<file path="src/design/dgpio_pkg.sv">
// package: register offsets, config fields, reset values and carrier types for the dual group io
`default_nettype none
package dgpio_pkg;
  // window geometry
  localparam int unsigned DGPIO_ADDR_W = 10;          // host i/o address width
  localparam logic [5:0] DGPIO_BASE_DEFAULT = 6'h30;  // base 0x300, a9..a4
  localparam int unsigned DGPIO_BASE_LSB = 4;         // switches compare a9..a4
  // register offsets inside the 16-location window
  localparam logic [3:0] DGPIO_OFS_PA0 = 4'h0;
  localparam logic [3:0] DGPIO_OFS_PB0 = 4'h1;
  localparam logic [3:0] DGPIO_OFS_PC0 = 4'h2;
  localparam logic [3:0] DGPIO_OFS_CFG0 = 4'h3;
  localparam logic [3:0] DGPIO_OFS_PA1 = 4'h4;
  localparam logic [3:0] DGPIO_OFS_PB1 = 4'h5;
  localparam logic [3:0] DGPIO_OFS_PC1 = 4'h6;
  localparam logic [3:0] DGPIO_OFS_CFG1 = 4'h7;
  localparam logic [3:0] DGPIO_OFS_DIR = 4'h8;
  localparam logic [3:0] DGPIO_OFS_GATE = 4'h9;
  // configuration word fields
  localparam logic [2:0] DGPIO_CFG_TAG = 3'h4;        // bits 7-5 must be 100
  localparam int unsigned DGPIO_CFG_A_BIT = 4;
  localparam int unsigned DGPIO_CFG_CH_BIT = 3;
  localparam int unsigned DGPIO_CFG_B_BIT = 1;
  localparam int unsigned DGPIO_CFG_CL_BIT = 0;
  // port index layout inside six-bit mode vectors: a0,b0,c0 then a1,b1,c1
  localparam int unsigned DGPIO_NPORT = 6;
  localparam logic [5:0] DGPIO_INPUT_ALL = 6'h3f;     // reset: all inputs
  localparam logic [5:0] DGPIO_DIR_RST = 6'h00;
  localparam logic [5:0] DGPIO_GATE_RST = 6'h00;
  localparam logic [7:0] DGPIO_UNDEF_READ = 8'hff;    // write-only / unused offset read
  localparam int unsigned DGPIO_SRC_BIT = 0;          // port c bit that raises interrupts
  localparam int unsigned DGPIO_GATE_BIT = 4;         // port c bit that gates them
  localparam logic [2:0] DGPIO_IRQ_LVL_MIN = 3'h2;
  localparam logic [2:0] DGPIO_IRQ_LVL_MAX = 3'h7;
  localparam logic [2:0] DGPIO_IRQ_LVL_DEF = 3'h5;

  // interrupt mode jumper encoding
  typedef enum logic [1:0] {
    DGPIO_MODE_OFF = 2'b00,
    DGPIO_MODE_ON = 2'b01,
    DGPIO_MODE_GATED = 2'b10
  } dgpio_mode_t;

  // per-source interrupt configuration
  typedef struct packed {
    logic [2:0] level;    // host request level 2..7
    logic falling;        // 0 rising, 1 falling
    dgpio_mode_t mode;
  } dgpio_irq_cfg_t;

  // host bus request
  typedef struct packed {
    logic [DGPIO_ADDR_W-1:0] addr;
    logic wr;
    logic rd;
    logic [7:0] wdata;
  } dgpio_bus_req_t;
endpackage
`default_nettype wire

</file>
<file path="src/design/dgpio_irq_edge.sv">
// one interrupt source: synchroniser, edge select, mode gating and level steering
`default_nettype none
module dgpio_irq_edge
  import dgpio_pkg::*;
(
  input wire logic ref_clk_in,
  input wire logic sys_rst_in,
  input wire logic clk_en_in,
  input wire logic src_in,
  input wire logic gate_in,
  input wire dgpio_irq_cfg_t cfg_in,
  output logic [7:2] irq_out
);
  logic meta_r;     // first synchroniser stage
  logic sync_r;     // second stage
  logic last_r;     // previous synchronised level
  logic gate_s1_r;  // gate line first stage
  logic gate_r;     // gate line synchronised
  logic edge_hit;
  logic allow;

  // two-flop synchronisers, edge history
  always_ff @(posedge ref_clk_in) begin
    if (sys_rst_in) begin
      meta_r <= 1'b0;
      sync_r <= 1'b0;
      last_r <= 1'b0;
      gate_s1_r <= 1'b1;
      gate_r <= 1'b1;
    end else if (clk_en_in) begin
      meta_r <= src_in;
      sync_r <= meta_r;
      last_r <= sync_r;
      gate_s1_r <= gate_in;
      gate_r <= gate_s1_r;
    end
  end

  // qualifying edge and mode gate
  always_comb begin
    edge_hit = cfg_in.falling ? (last_r & ~sync_r)
                              : (~last_r & sync_r);
    case (cfg_in.mode)
      DGPIO_MODE_ON: allow = 1'b1;
      DGPIO_MODE_GATED: allow = ~gate_r;
      default: allow = 1'b0;
    endcase
  end

  // one pulse per edge onto the selected level
  always_ff @(posedge ref_clk_in) begin
    if (sys_rst_in) begin
      irq_out <= '0;
    end else if (clk_en_in) begin
      irq_out <= '0;
      if (edge_hit && allow && cfg_in.level >= DGPIO_IRQ_LVL_MIN) begin
        irq_out[cfg_in.level] <= 1'b1;
      end
    end
  end
endmodule
`default_nettype wire

</file>
<file path="src/design/dgpio_top.sv">
// dual group parallel io: host window decode, six ports, buffer control, two interrupts
`default_nettype none
//
// Contract
// - six eight-bit ports, two groups of three
// - each port individually input or output
// - claim sixteen addresses, ignore all others
// - switches compare address lines a9..a4
// - base selectable 000 to 3f0 step 16
// - default base setting is 300
// - ten locations decoded at offsets 0..9
// - group-0 config write-only, reads undefined
// - group-1 config, direction, gate write-only
// - plain reads and writes, no handshake
// - outputs latched, inputs read live
// - port c direction set as whole
// - bit 7 maps highest line
// - port c bit 0 interrupt source
// - each source routed to level 2..7
// - per-source rising or falling, rising default
// - rising mode fires on low-to-high
// - falling mode fires on high-to-low
// - off mode suppresses all interrupts
// - always-on mode fires on every selected edge
// - group-0 port c bit 4 low enables
// - group-1 port c bit 4 gates likewise
// - config word 100 tag, a/c/b bits
// - reset makes all six ports inputs
// - direction bit 1 drives outward
// - gate bit 1 activates; reset clears both
module dgpio_top
  import dgpio_pkg::*;
(
  input wire logic ref_clk_in,
  input wire logic sys_rst_in,
  input wire logic clk_en_in,                   // low freezes all state
  input wire logic [5:0] base_select_switch_in, // a9..a4 match value
  input wire dgpio_bus_req_t bus_req_in,        // host i/o cycle
  input wire dgpio_irq_cfg_t irq_cfg0_in,       // source 0 jumpers
  input wire dgpio_irq_cfg_t irq_cfg1_in,       // source 1 jumpers
  input wire logic [47:0] pin_in,               // pin levels, port 0 in bits 7:0
  output logic [47:0] pin_out,                  // latched drive values
  output logic [47:0] pin_oe_n_out,             // low while driving a line
  output logic [5:0] buf_dir_out,               // external buffer direction
  output logic [5:0] buf_gate_out,              // external buffer active
  output logic [7:0] rdata_out,                 // host read data
  output logic rdata_valid_out,                 // read answered this cycle
  output logic sel_out,                         // window selected
  output logic [7:2] irq_out                    // host request levels
);
  logic [7:0] latch_r [DGPIO_NPORT];  // output latches per port
  logic [5:0] in_mode_r;              // 1 = port is input
  logic [5:0] dir_r;                  // buffer direction register
  logic [5:0] gate_r;                 // buffer gate register
  logic hit;                          // address inside window
  logic [3:0] ofs;                    // offset inside window
  logic [7:2] irq0;
  logic [7:2] irq1;
  logic [7:0] rd_nxt;
  logic [47:0] oe_n_nxt;
  logic [47:0] pin_nxt;

  // map a window offset to a data port index, or 7 when not a data port
  // offsets 3, 7, 8 and 9 are the write-only control words, handled apart
  function automatic logic [2:0] port_idx(input logic [3:0] o);
    if (o == DGPIO_OFS_PA0) begin
      port_idx = 3'd0;
    end else if (o == DGPIO_OFS_PB0) begin
      port_idx = 3'd1;
    end else if (o == DGPIO_OFS_PC0) begin
      port_idx = 3'd2;
    end else if (o == DGPIO_OFS_PA1) begin
      port_idx = 3'd3;
    end else if (o == DGPIO_OFS_PB1) begin
      port_idx = 3'd4;
    end else if (o == DGPIO_OFS_PC1) begin
      port_idx = 3'd5;
    end else begin
      port_idx = 3'd7;
    end
  endfunction

  // decode a configuration word into input flags for a, b, c
  function automatic logic [2:0] cfg_modes(input logic [7:0] w);
    // c takes the upper-half bit; both c bits describe one unit
    cfg_modes = {w[DGPIO_CFG_CH_BIT], w[DGPIO_CFG_B_BIT], w[DGPIO_CFG_A_BIT]};
  endfunction

  // window decode: six switches against a9..a4
  // the switches leave the factory at DGPIO_BASE_DEFAULT, base 0x300
  always_comb begin
    hit = (bus_req_in.addr[DGPIO_ADDR_W-1:DGPIO_BASE_LSB] == base_select_switch_in);
    ofs = bus_req_in.addr[DGPIO_BASE_LSB-1:0];
  end

  // data port latches: written values held until rewritten
  always_ff @(posedge ref_clk_in) begin
    if (sys_rst_in) begin
      for (int i = 0; i < DGPIO_NPORT; i++) begin
        latch_r[i] <= 8'h00;
      end
    end else if (clk_en_in && hit && bus_req_in.wr && port_idx(ofs) != 3'd7) begin
      latch_r[port_idx(ofs)] <= bus_req_in.wdata;
    end
  end

  // port mode words; malformed tag ignored
  always_ff @(posedge ref_clk_in) begin
    if (sys_rst_in) begin
      in_mode_r <= DGPIO_INPUT_ALL;
    end else if (clk_en_in && hit && bus_req_in.wr
                 && bus_req_in.wdata[7:5] == DGPIO_CFG_TAG) begin
      if (ofs == DGPIO_OFS_CFG0) begin
        in_mode_r[2:0] <= cfg_modes(bus_req_in.wdata);
      end else if (ofs == DGPIO_OFS_CFG1) begin
        in_mode_r[5:3] <= cfg_modes(bus_req_in.wdata);
      end
    end
  end

  // buffer direction and gate registers, bits 0..5 = a0,b0,c0,c1,b1,a1
  always_ff @(posedge ref_clk_in) begin
    if (sys_rst_in) begin
      dir_r <= DGPIO_DIR_RST;
      gate_r <= DGPIO_GATE_RST;
    end else if (clk_en_in && hit && bus_req_in.wr) begin
      if (ofs == DGPIO_OFS_DIR) begin
        dir_r <= bus_req_in.wdata[5:0];
      end else if (ofs == DGPIO_OFS_GATE) begin
        gate_r <= bus_req_in.wdata[5:0];
      end
    end
  end

  // read mux and pin drive; ports live when input, latched when output
  always_comb begin
    logic [2:0] pi;
    logic [2:0] bi;
    bi = 3'd0;
    pi = port_idx(ofs);
    rd_nxt = DGPIO_UNDEF_READ;
    if (pi != 3'd7) begin
      rd_nxt = in_mode_r[pi] ? pin_in[8*pi +: 8] : latch_r[pi];
    end
    for (int p = 0; p < DGPIO_NPORT; p++) begin
      // register bits run a0,b0,c0 then c1,b1,a1
      bi = (p < 3) ? 3'(p) : 3'(8 - p);
      pin_nxt[8*p +: 8] = latch_r[p];
      oe_n_nxt[8*p +: 8] = {8{~(~in_mode_r[p] & dir_r[bi] & gate_r[bi])}};
    end
  end

  // registered outputs
  always_ff @(posedge ref_clk_in) begin
    if (sys_rst_in) begin
      rdata_out <= 8'h00;
      rdata_valid_out <= 1'b0;
      sel_out <= 1'b0;
      pin_out <= '0;
      pin_oe_n_out <= '1;
      buf_dir_out <= DGPIO_DIR_RST;
      buf_gate_out <= DGPIO_GATE_RST;
    end else if (clk_en_in) begin
      sel_out <= hit;
      rdata_valid_out <= hit && bus_req_in.rd;
      rdata_out <= (hit && bus_req_in.rd) ? rd_nxt : 8'h00;
      pin_out <= pin_nxt;
      pin_oe_n_out <= oe_n_nxt;
      buf_dir_out <= dir_r;
      buf_gate_out <= gate_r;
    end
  end

  // group-0 interrupt source, port c bit 0 with bit 4 gate
  dgpio_irq_edge u_irq0 (
    .ref_clk_in(ref_clk_in),
    .sys_rst_in(sys_rst_in),
    .clk_en_in(clk_en_in),
    .src_in(pin_in[16 + DGPIO_SRC_BIT]),
    .gate_in(pin_in[16 + DGPIO_GATE_BIT]),
    .cfg_in(irq_cfg0_in),
    .irq_out(irq0)
  );

  // group-1 interrupt source
  dgpio_irq_edge u_irq1 (
    .ref_clk_in(ref_clk_in),
    .sys_rst_in(sys_rst_in),
    .clk_en_in(clk_en_in),
    .src_in(pin_in[40 + DGPIO_SRC_BIT]),
    .gate_in(pin_in[40 + DGPIO_GATE_BIT]),
    .cfg_in(irq_cfg1_in),
    .irq_out(irq1)
  );

  // merge both sources onto host levels, straight from flops
  always_ff @(posedge ref_clk_in) begin
    if (sys_rst_in) begin
      irq_out <= '0;
    end else if (clk_en_in) begin
      irq_out <= irq0 | irq1;
    end
  end
endmodule
`default_nettype wire

</file>
<file path="config.mk">
export PLATFORM = sky130hd
export DESIGN_NAME = dgpio_top
export DESIGN_NICKNAME = d
export VERILOG_FILES = /design/src/design/dgpio_pkg.sv /design/src/design/dgpio_irq_edge.sv /design/src/design/dgpio_top.sv
export SDC_FILE = /design/constraint.sdc
export NUM_CORES = 1
export LEC_CHECK = 0
export ABC_AREA = 1
export BUFFER_PORTS_ARGS = -buffer_cell sky130_fd_sc_hd__buf_2
export CORE_ASPECT_RATIO = 2
export CORE_MARGIN = 2
export CORE_UTILIZATION = 40
export DETAILED_ROUTE_END_ITERATION = 12
export HOLD_SLACK_MARGIN = 0.12
export PLACE_DENSITY = 0.69
export SLEW_MARGIN = 20
export SYNTH_ARGS = -nofsm -noshare
export SYNTH_HDL_FRONTEND = slang
export SYNTH_SLANG_ARGS = --single-unit
</file>
<file path="constraint.sdc">
create_clock -name ref_clk_in -period 4.4 [get_ports ref_clk_in]
set_clock_uncertainty 0.15 [all_clocks]
set_input_delay 0.44 -clock ref_clk_in [delete_from_list [all_inputs] [get_ports ref_clk_in]]
set_output_delay 0.44 -clock ref_clk_in [all_outputs]
set_load 0.01 [all_outputs]
</file>
# == Word level (Yosys, flattened, before mapping) ==
# Memories as Yosys holds them, arrays and structs flattened. A register that Yosys moved wholly into a read port is not among the register bits.
# Cells that the tools add are included.
# word_totals
inputBits,89
out_inout_bits,124
wordCells,135
ff_bits,109
ramBits,48
mem_count,1
# memory_table
memory,words,word_bits,rd,rd_clocked_by_memory_dff,write_ports,line,text
latch_r,6,8,7,6,6,dgpio_top.sv:51,logic [7:0] latch_r [DGPIO_NPORT];
# op_classes
n_eq_ne,17
magnitude_cmp,7
n_reduce_logical,17
bitwise_logic,37
n_shift,1
muxes,32
# ops
op,n
indexed part select 48 x 7 -> 8 bit,1
2-to-1 mux 8 bit,4
2-to-1 mux 3 bit,9
NOT 1 bit,20
AND 1 bit,16
equality test 4 x 3 -> 1 bit (second input constant),4
less-than comparator 3 x 4 -> 1 bit (second input constant),3
2-to-1 mux 6 bit,2
logical AND 1 bit,11
2-to-1 mux 1 bit,11
equality test 4 x 2 -> 1 bit (second input constant),2
equality test 4 bit (second input constant),2
OR reduction 8 bit,1
demux 1 bit (select 3 bit),2
equality test 6 bit,1
greater-or-equal comparator 3 x 1 -> 1 bit (second input constant),2
greater-or-equal comparator 3 x 2 -> 1 bit (second input constant),2
inequality test 3 bit (second input constant),2
OR 6 bit,1
AND reduction 3 bit,2
equality test 2 x 1 -> 1 bit (second input constant),2
equality test 2 bit (second input constant),2
equality test 4 x 1 -> 1 bit (second input constant),1
zero test 4 bit,1
5 further kinds,7

# == Depth between registers and ports, before layout ==
# depth
depth_word,15
depth_mapped,13
ltp_nobuf,13

# == Hierarchy ==
# Synthesis repeated with hierarchy kept, for this count alone.
# unflattened
hier_cells,1127
hier_area_um2,8713.4
# by_module_without_submodules
module,area_each_um2,n_inst,cells_per_inst,seq_area_each_um2
dgpio_top,7677.4,1,983,3923.8
dgpio_irq_edge,518.0,2,72,220.2

# == Worst setup path before layout ==
# Ideal clock, no wire load.
# synth_timing
path_type,input port to flip-flop
startpoint,in clk_en_in
endpoint,"mem latch_r[0][0], enable pin"
setup_ps,329
required_time_ps,3921
t_arrival_ps,1865
stages,11
setup_slack_ps,2056
path_buffers,1
cell_sequence,buf_2 inv_2 nor2_1 nand4_1 nor2_1 nand2_1 nor2_1 nand2_1 nor2_2 nand3_2 nand2_1
# synth_rtl
item,line,text
"start, declared",dgpio_top.sv:36,"input wire logic clk_en_in,"
"end, declared",dgpio_top.sv:51,

# == Worst setup path in the final report ==
# layout_timing
startpoint,in bus_req_in[11] in the netlist's numbering
endpoint,reg rdata_out[0]
# layout_via
elab_chain_len,12
word_cells_on_any_way,20
classes_between,eq/ne (6); shift (1); mux (11); reduce/logical (1); memory (1)
# layout_rtl
item,line,text
"start, declared",dgpio_top.sv:38,"input wire dgpio_bus_req_t bus_req_in,"
equality test 4 x 3 -> 1 bit,dgpio_top.sv:76,end else if (o == DGPIO_OFS_PC1) begin
2-to-1 mux 2 bit,dgpio_top.sv:76,
2-to-1 mux 3 bit,dgpio_top.sv:74,end else if (o == DGPIO_OFS_PB1) begin
2-to-1 mux 3 bit,dgpio_top.sv:72,end else if (o == DGPIO_OFS_PA1) begin
2-to-1 mux 3 bit,dgpio_top.sv:70,end else if (o == DGPIO_OFS_PC0) begin
2-to-1 mux 3 bit,dgpio_top.sv:68,end else if (o == DGPIO_OFS_PB0) begin
2-to-1 mux 3 bit *,dgpio_top.sv:66,if (o == DGPIO_OFS_PA0) begin
branches (longest 3 deep; another with indexed part select 48 x 7 -> 8 bit),n/a,
2-to-1 mux 8 bit *,dgpio_top.sv:142,if (pi != 3'd7) begin
2-to-1 mux 8 bit *,dgpio_top.sv:166,rdata_out <= (hit && bus_req_in.rd) ? rd_nxt : 8'h00;
"end signal, assigned",dgpio_top.sv:166,
"end, declared",dgpio_top.sv:46,"output logic [7:0] rdata_out,"
# Every way passes the cells marked *. The select of a mux whose other input is x is not followed.
# A chain may end at the register's enable or synchronous reset.

==> impl_results.md <==
* Buffers added on ports at 212
* Worst Hold Slack at 0.148 ns
* Setup violators final at 0
* Worst skew pair latency at 0.45 ns
* WP data arrival at 3.23 ns
* Main combinational cell family by area after synthesis: simple AND/OR/NAND/NOR gates
* Initial antenna violation count at 1
* Via/cell ratio at 5.13
* Average size of a mapped cell at 7.71 sq um
* GP Congestion at 0.910
* Die W at 108 um
* Flops & latches, synth at 186
* Final WL at 27.2 mm
* Site Rows at 76
* Pwr/cell area at 374 nW/um^2
* Fill cell count at 2153
* Post-synthesis mux area share at 0%
* Post-Synth Adder-Cell Area at 0.580%
* Yosys warns at 0
* IO Pins at 213
* Initial core utilization at 40.3%
* Status: finished, final reports clean
* CP endpoint kind: flop
* Hold Violations, Final at 0
* Max cap viols at 0
* Compound-Gate Fraction of Synth Area at 11.3%
* DRT iter0 DRCs at 543
* Die Area at 22800 sq um
* Reg area at 4360 sq um
* Final net count at 1369
* Hold Path Class: input port to flop
* CTS max path bufs at 2
* Area grow syn2layout at 18.2%
* Setup TNS at 0 ns
* Relative max-transition margin at 37.6%
* XOR/XNOR Fraction of Synth Area at 0.203%
* Min cycle time layout at 2.99 ns
* Post-synthesis simple-gate area fraction at 26.4%
* CP Max Fanout at 58
* Root Buffer: clkbuf_16
* Static Leakage at 4.63 nW
* CP startpoint kind: input port
* Cts bufs inserted at 17
* Core area at 21400 sq um
* Area of the multi-input gates at 3390 sq um
* Grt total ovfl at 0
* Max Slew Vio Count at 0
* Gr usage total at 23.8%
* Drt first pass iters at 5
* Sequential share of the synthesized area at 50.6%
* H-tree levels at 4
* Most common cell after layout, fill and taps aside: nand2_1
* Fraction of layout cells with a size suffix above 1 at 20.9%
* Global-route wire length before repair at 40.4 mm
* DR DRC count at 0
* Crit path kind: input port to flop
* Clk slew on worst S/H paths at 0.07 ns
* DR WL/cell at 17.4 um
* Final period util at 68.0%
* Largest net degree at the start of global routing at 99
* HPWL after detailed placement at 20.2 mm
* Worst path required time at 4.63 ns
* RSZ-0062 raised after global routing: false
* CTS tree: done
* Setup Buffers After CTS at 0
* Synth Instances at 1119
* Clock sinks at 186
* Detailed-route via count at 8014
* Die height at 212 um
* Max VDD drop at 0.240 mV
* Distinct cells, synth at 33
* Worst-margin pin slew at 0.936 ns
* Routed Antenna Nets at 0
* Netlist area before placement at 8620 sq um
* Fmax at 334 MHz
* Vias in the first global route at 7717
* Leading cell types in the layout, fill and taps excluded: nand2_1 (247), buf_2 (212), nor2_1 (175)
-- final cells by class --
class | count | area share [%]
Antenna cell | 1 | 0.0245
Clock buffer | 21 | 4.84
Clock inverter | 11 | 0.835
Inverter | 103 | 3.79
Multi-Input combinational cell | 747 | 33.2
Sequential cell | 186 | 42.8
Tap cell | 273 | 3.35
Timing Repair Buffer | 221 | 11.1
-- registers in the layout (all words and copies together), names as in the netlist, 6 cells and up --
signal,flops
buf_dir_out,6
buf_gate_out,6
dir_r,6
gate_r,6
in_mode_r,6
irq_out,6
latch_r,64
pin_oe_n_out,6
pin_out,48
rdata_out,8
u_irq0.irq_out,6
u_irq1.irq_out,6
-- cells in the mapped netlist --
master,number,area (sq um)
nand2_1,247,927
o211ai_1,7,52.6
edfxtp_1,64,1920
xnor2_1,2,17.5
inv_1,98,368
o21ai_2,5,43.8
or2_2,1,6.26
o32ai_1,1,8.76
nand3_4,1,17.5
o21ai_1,1,5.00
nand3_2,3,30.0
buf_2,9,45.0
dfxtp_1,122,2440
buf_4,42,315
nand4_1,38,238
nand2_2,3,18.8
buf_6,1,11.3
clkinv_1,3,11.3
clkbuf_1,39,146
o21ai_0,97,485
a2111oi_1,1,10.0
nand3_1,65,325
nor2_2,3,18.8
conb_1,1,3.75
a211oi_1,9,67.6
clkbuf_2,1,5.00
a21oi_1,57,285
o22ai_1,3,18.8
nor3_1,8,40.0
nor2_1,175,657
ha_1,4,50.1
buf_1,6,22.5
inv_2,2,7.51
-- worst paths after layout --
path,startpoint,to,slack (ns),cells after the start
worst min register to register,buf_gate_out[5]$_SDFFE_PP0P_,buf_gate_out[5]$_SDFFE_PP0P_,0.31,2
worst min-delay path,pin_in[44],u_irq1.gate_s1_r$_SDFFE_PP1P_,0.15,3
worst max-delay path,bus_req_in[11],rdata_out[0]$_SDFFE_PP0P_,1.41,13
worst max register to register,in_mode_r[3]$_SDFFE_PP1P_,rdata_out[1]$_SDFFE_PP0P_,2.71,9
-- worst max-delay path, stage by stage --
cell and delay (ns):
buf_2 0.14, inv_1 0.06, nor2_1 0.04, nand2_2 0.52, nand3_4 0.66, buf_4 0.47, o21ai_0 0.36, nand2_1 0.10
nand3_1 0.10, nand3_1 0.07, nand2_1 0.08, nand2_1 0.05, a21oi_1 0.11
-- logic make-up after synthesis --
logic type / after synthesis
flops: 186
fa+ha+maj: 4
simple gates: 544
other cells: 1
xor+xnor: 2
compound gates: 181
buf+inv: 201
-- layer usage --
metal	track usage, %	routed length [um]	vias up
met5	0	0	-
met4	17.7	1870	0
met3	4.25	1420	94
met2	43.0	14200	294
met1	23.6	9640	3709
li1	-	-	3917
-- per-stage QoR --
step	worst slack (ns)	std cells	total power [mW]	utilization [%]	area, sq um
after CTS	1.51	1562	3.83	47.6	10200
after global placement	1.08	1528	2.34	44.8	9590
final	1.41	1563	3.81	47.6	10200
after global routing	1.17	1563	3.95	47.6	10200
after detailed placement	1.04	1528	2.34	44.8	9590
after floorplan	2.06	1134	2.16	-	8680
-- power breakdown --
group | internal [mW] | switching, mW | total (mW)
registers | 1.85 | 0.0472 | 1.90
clock network | 0.810 | 0.692 | 1.50
logic | 0.142 | 0.274 | 0.416
-- what timing repair did --
item                      in CTS  in global routing
hold buffers                   2                  0
gates resized for setup        0                  0
hold endpoints to repair       2                  0
No activity file was read; power rests on OpenSTA's default activity.
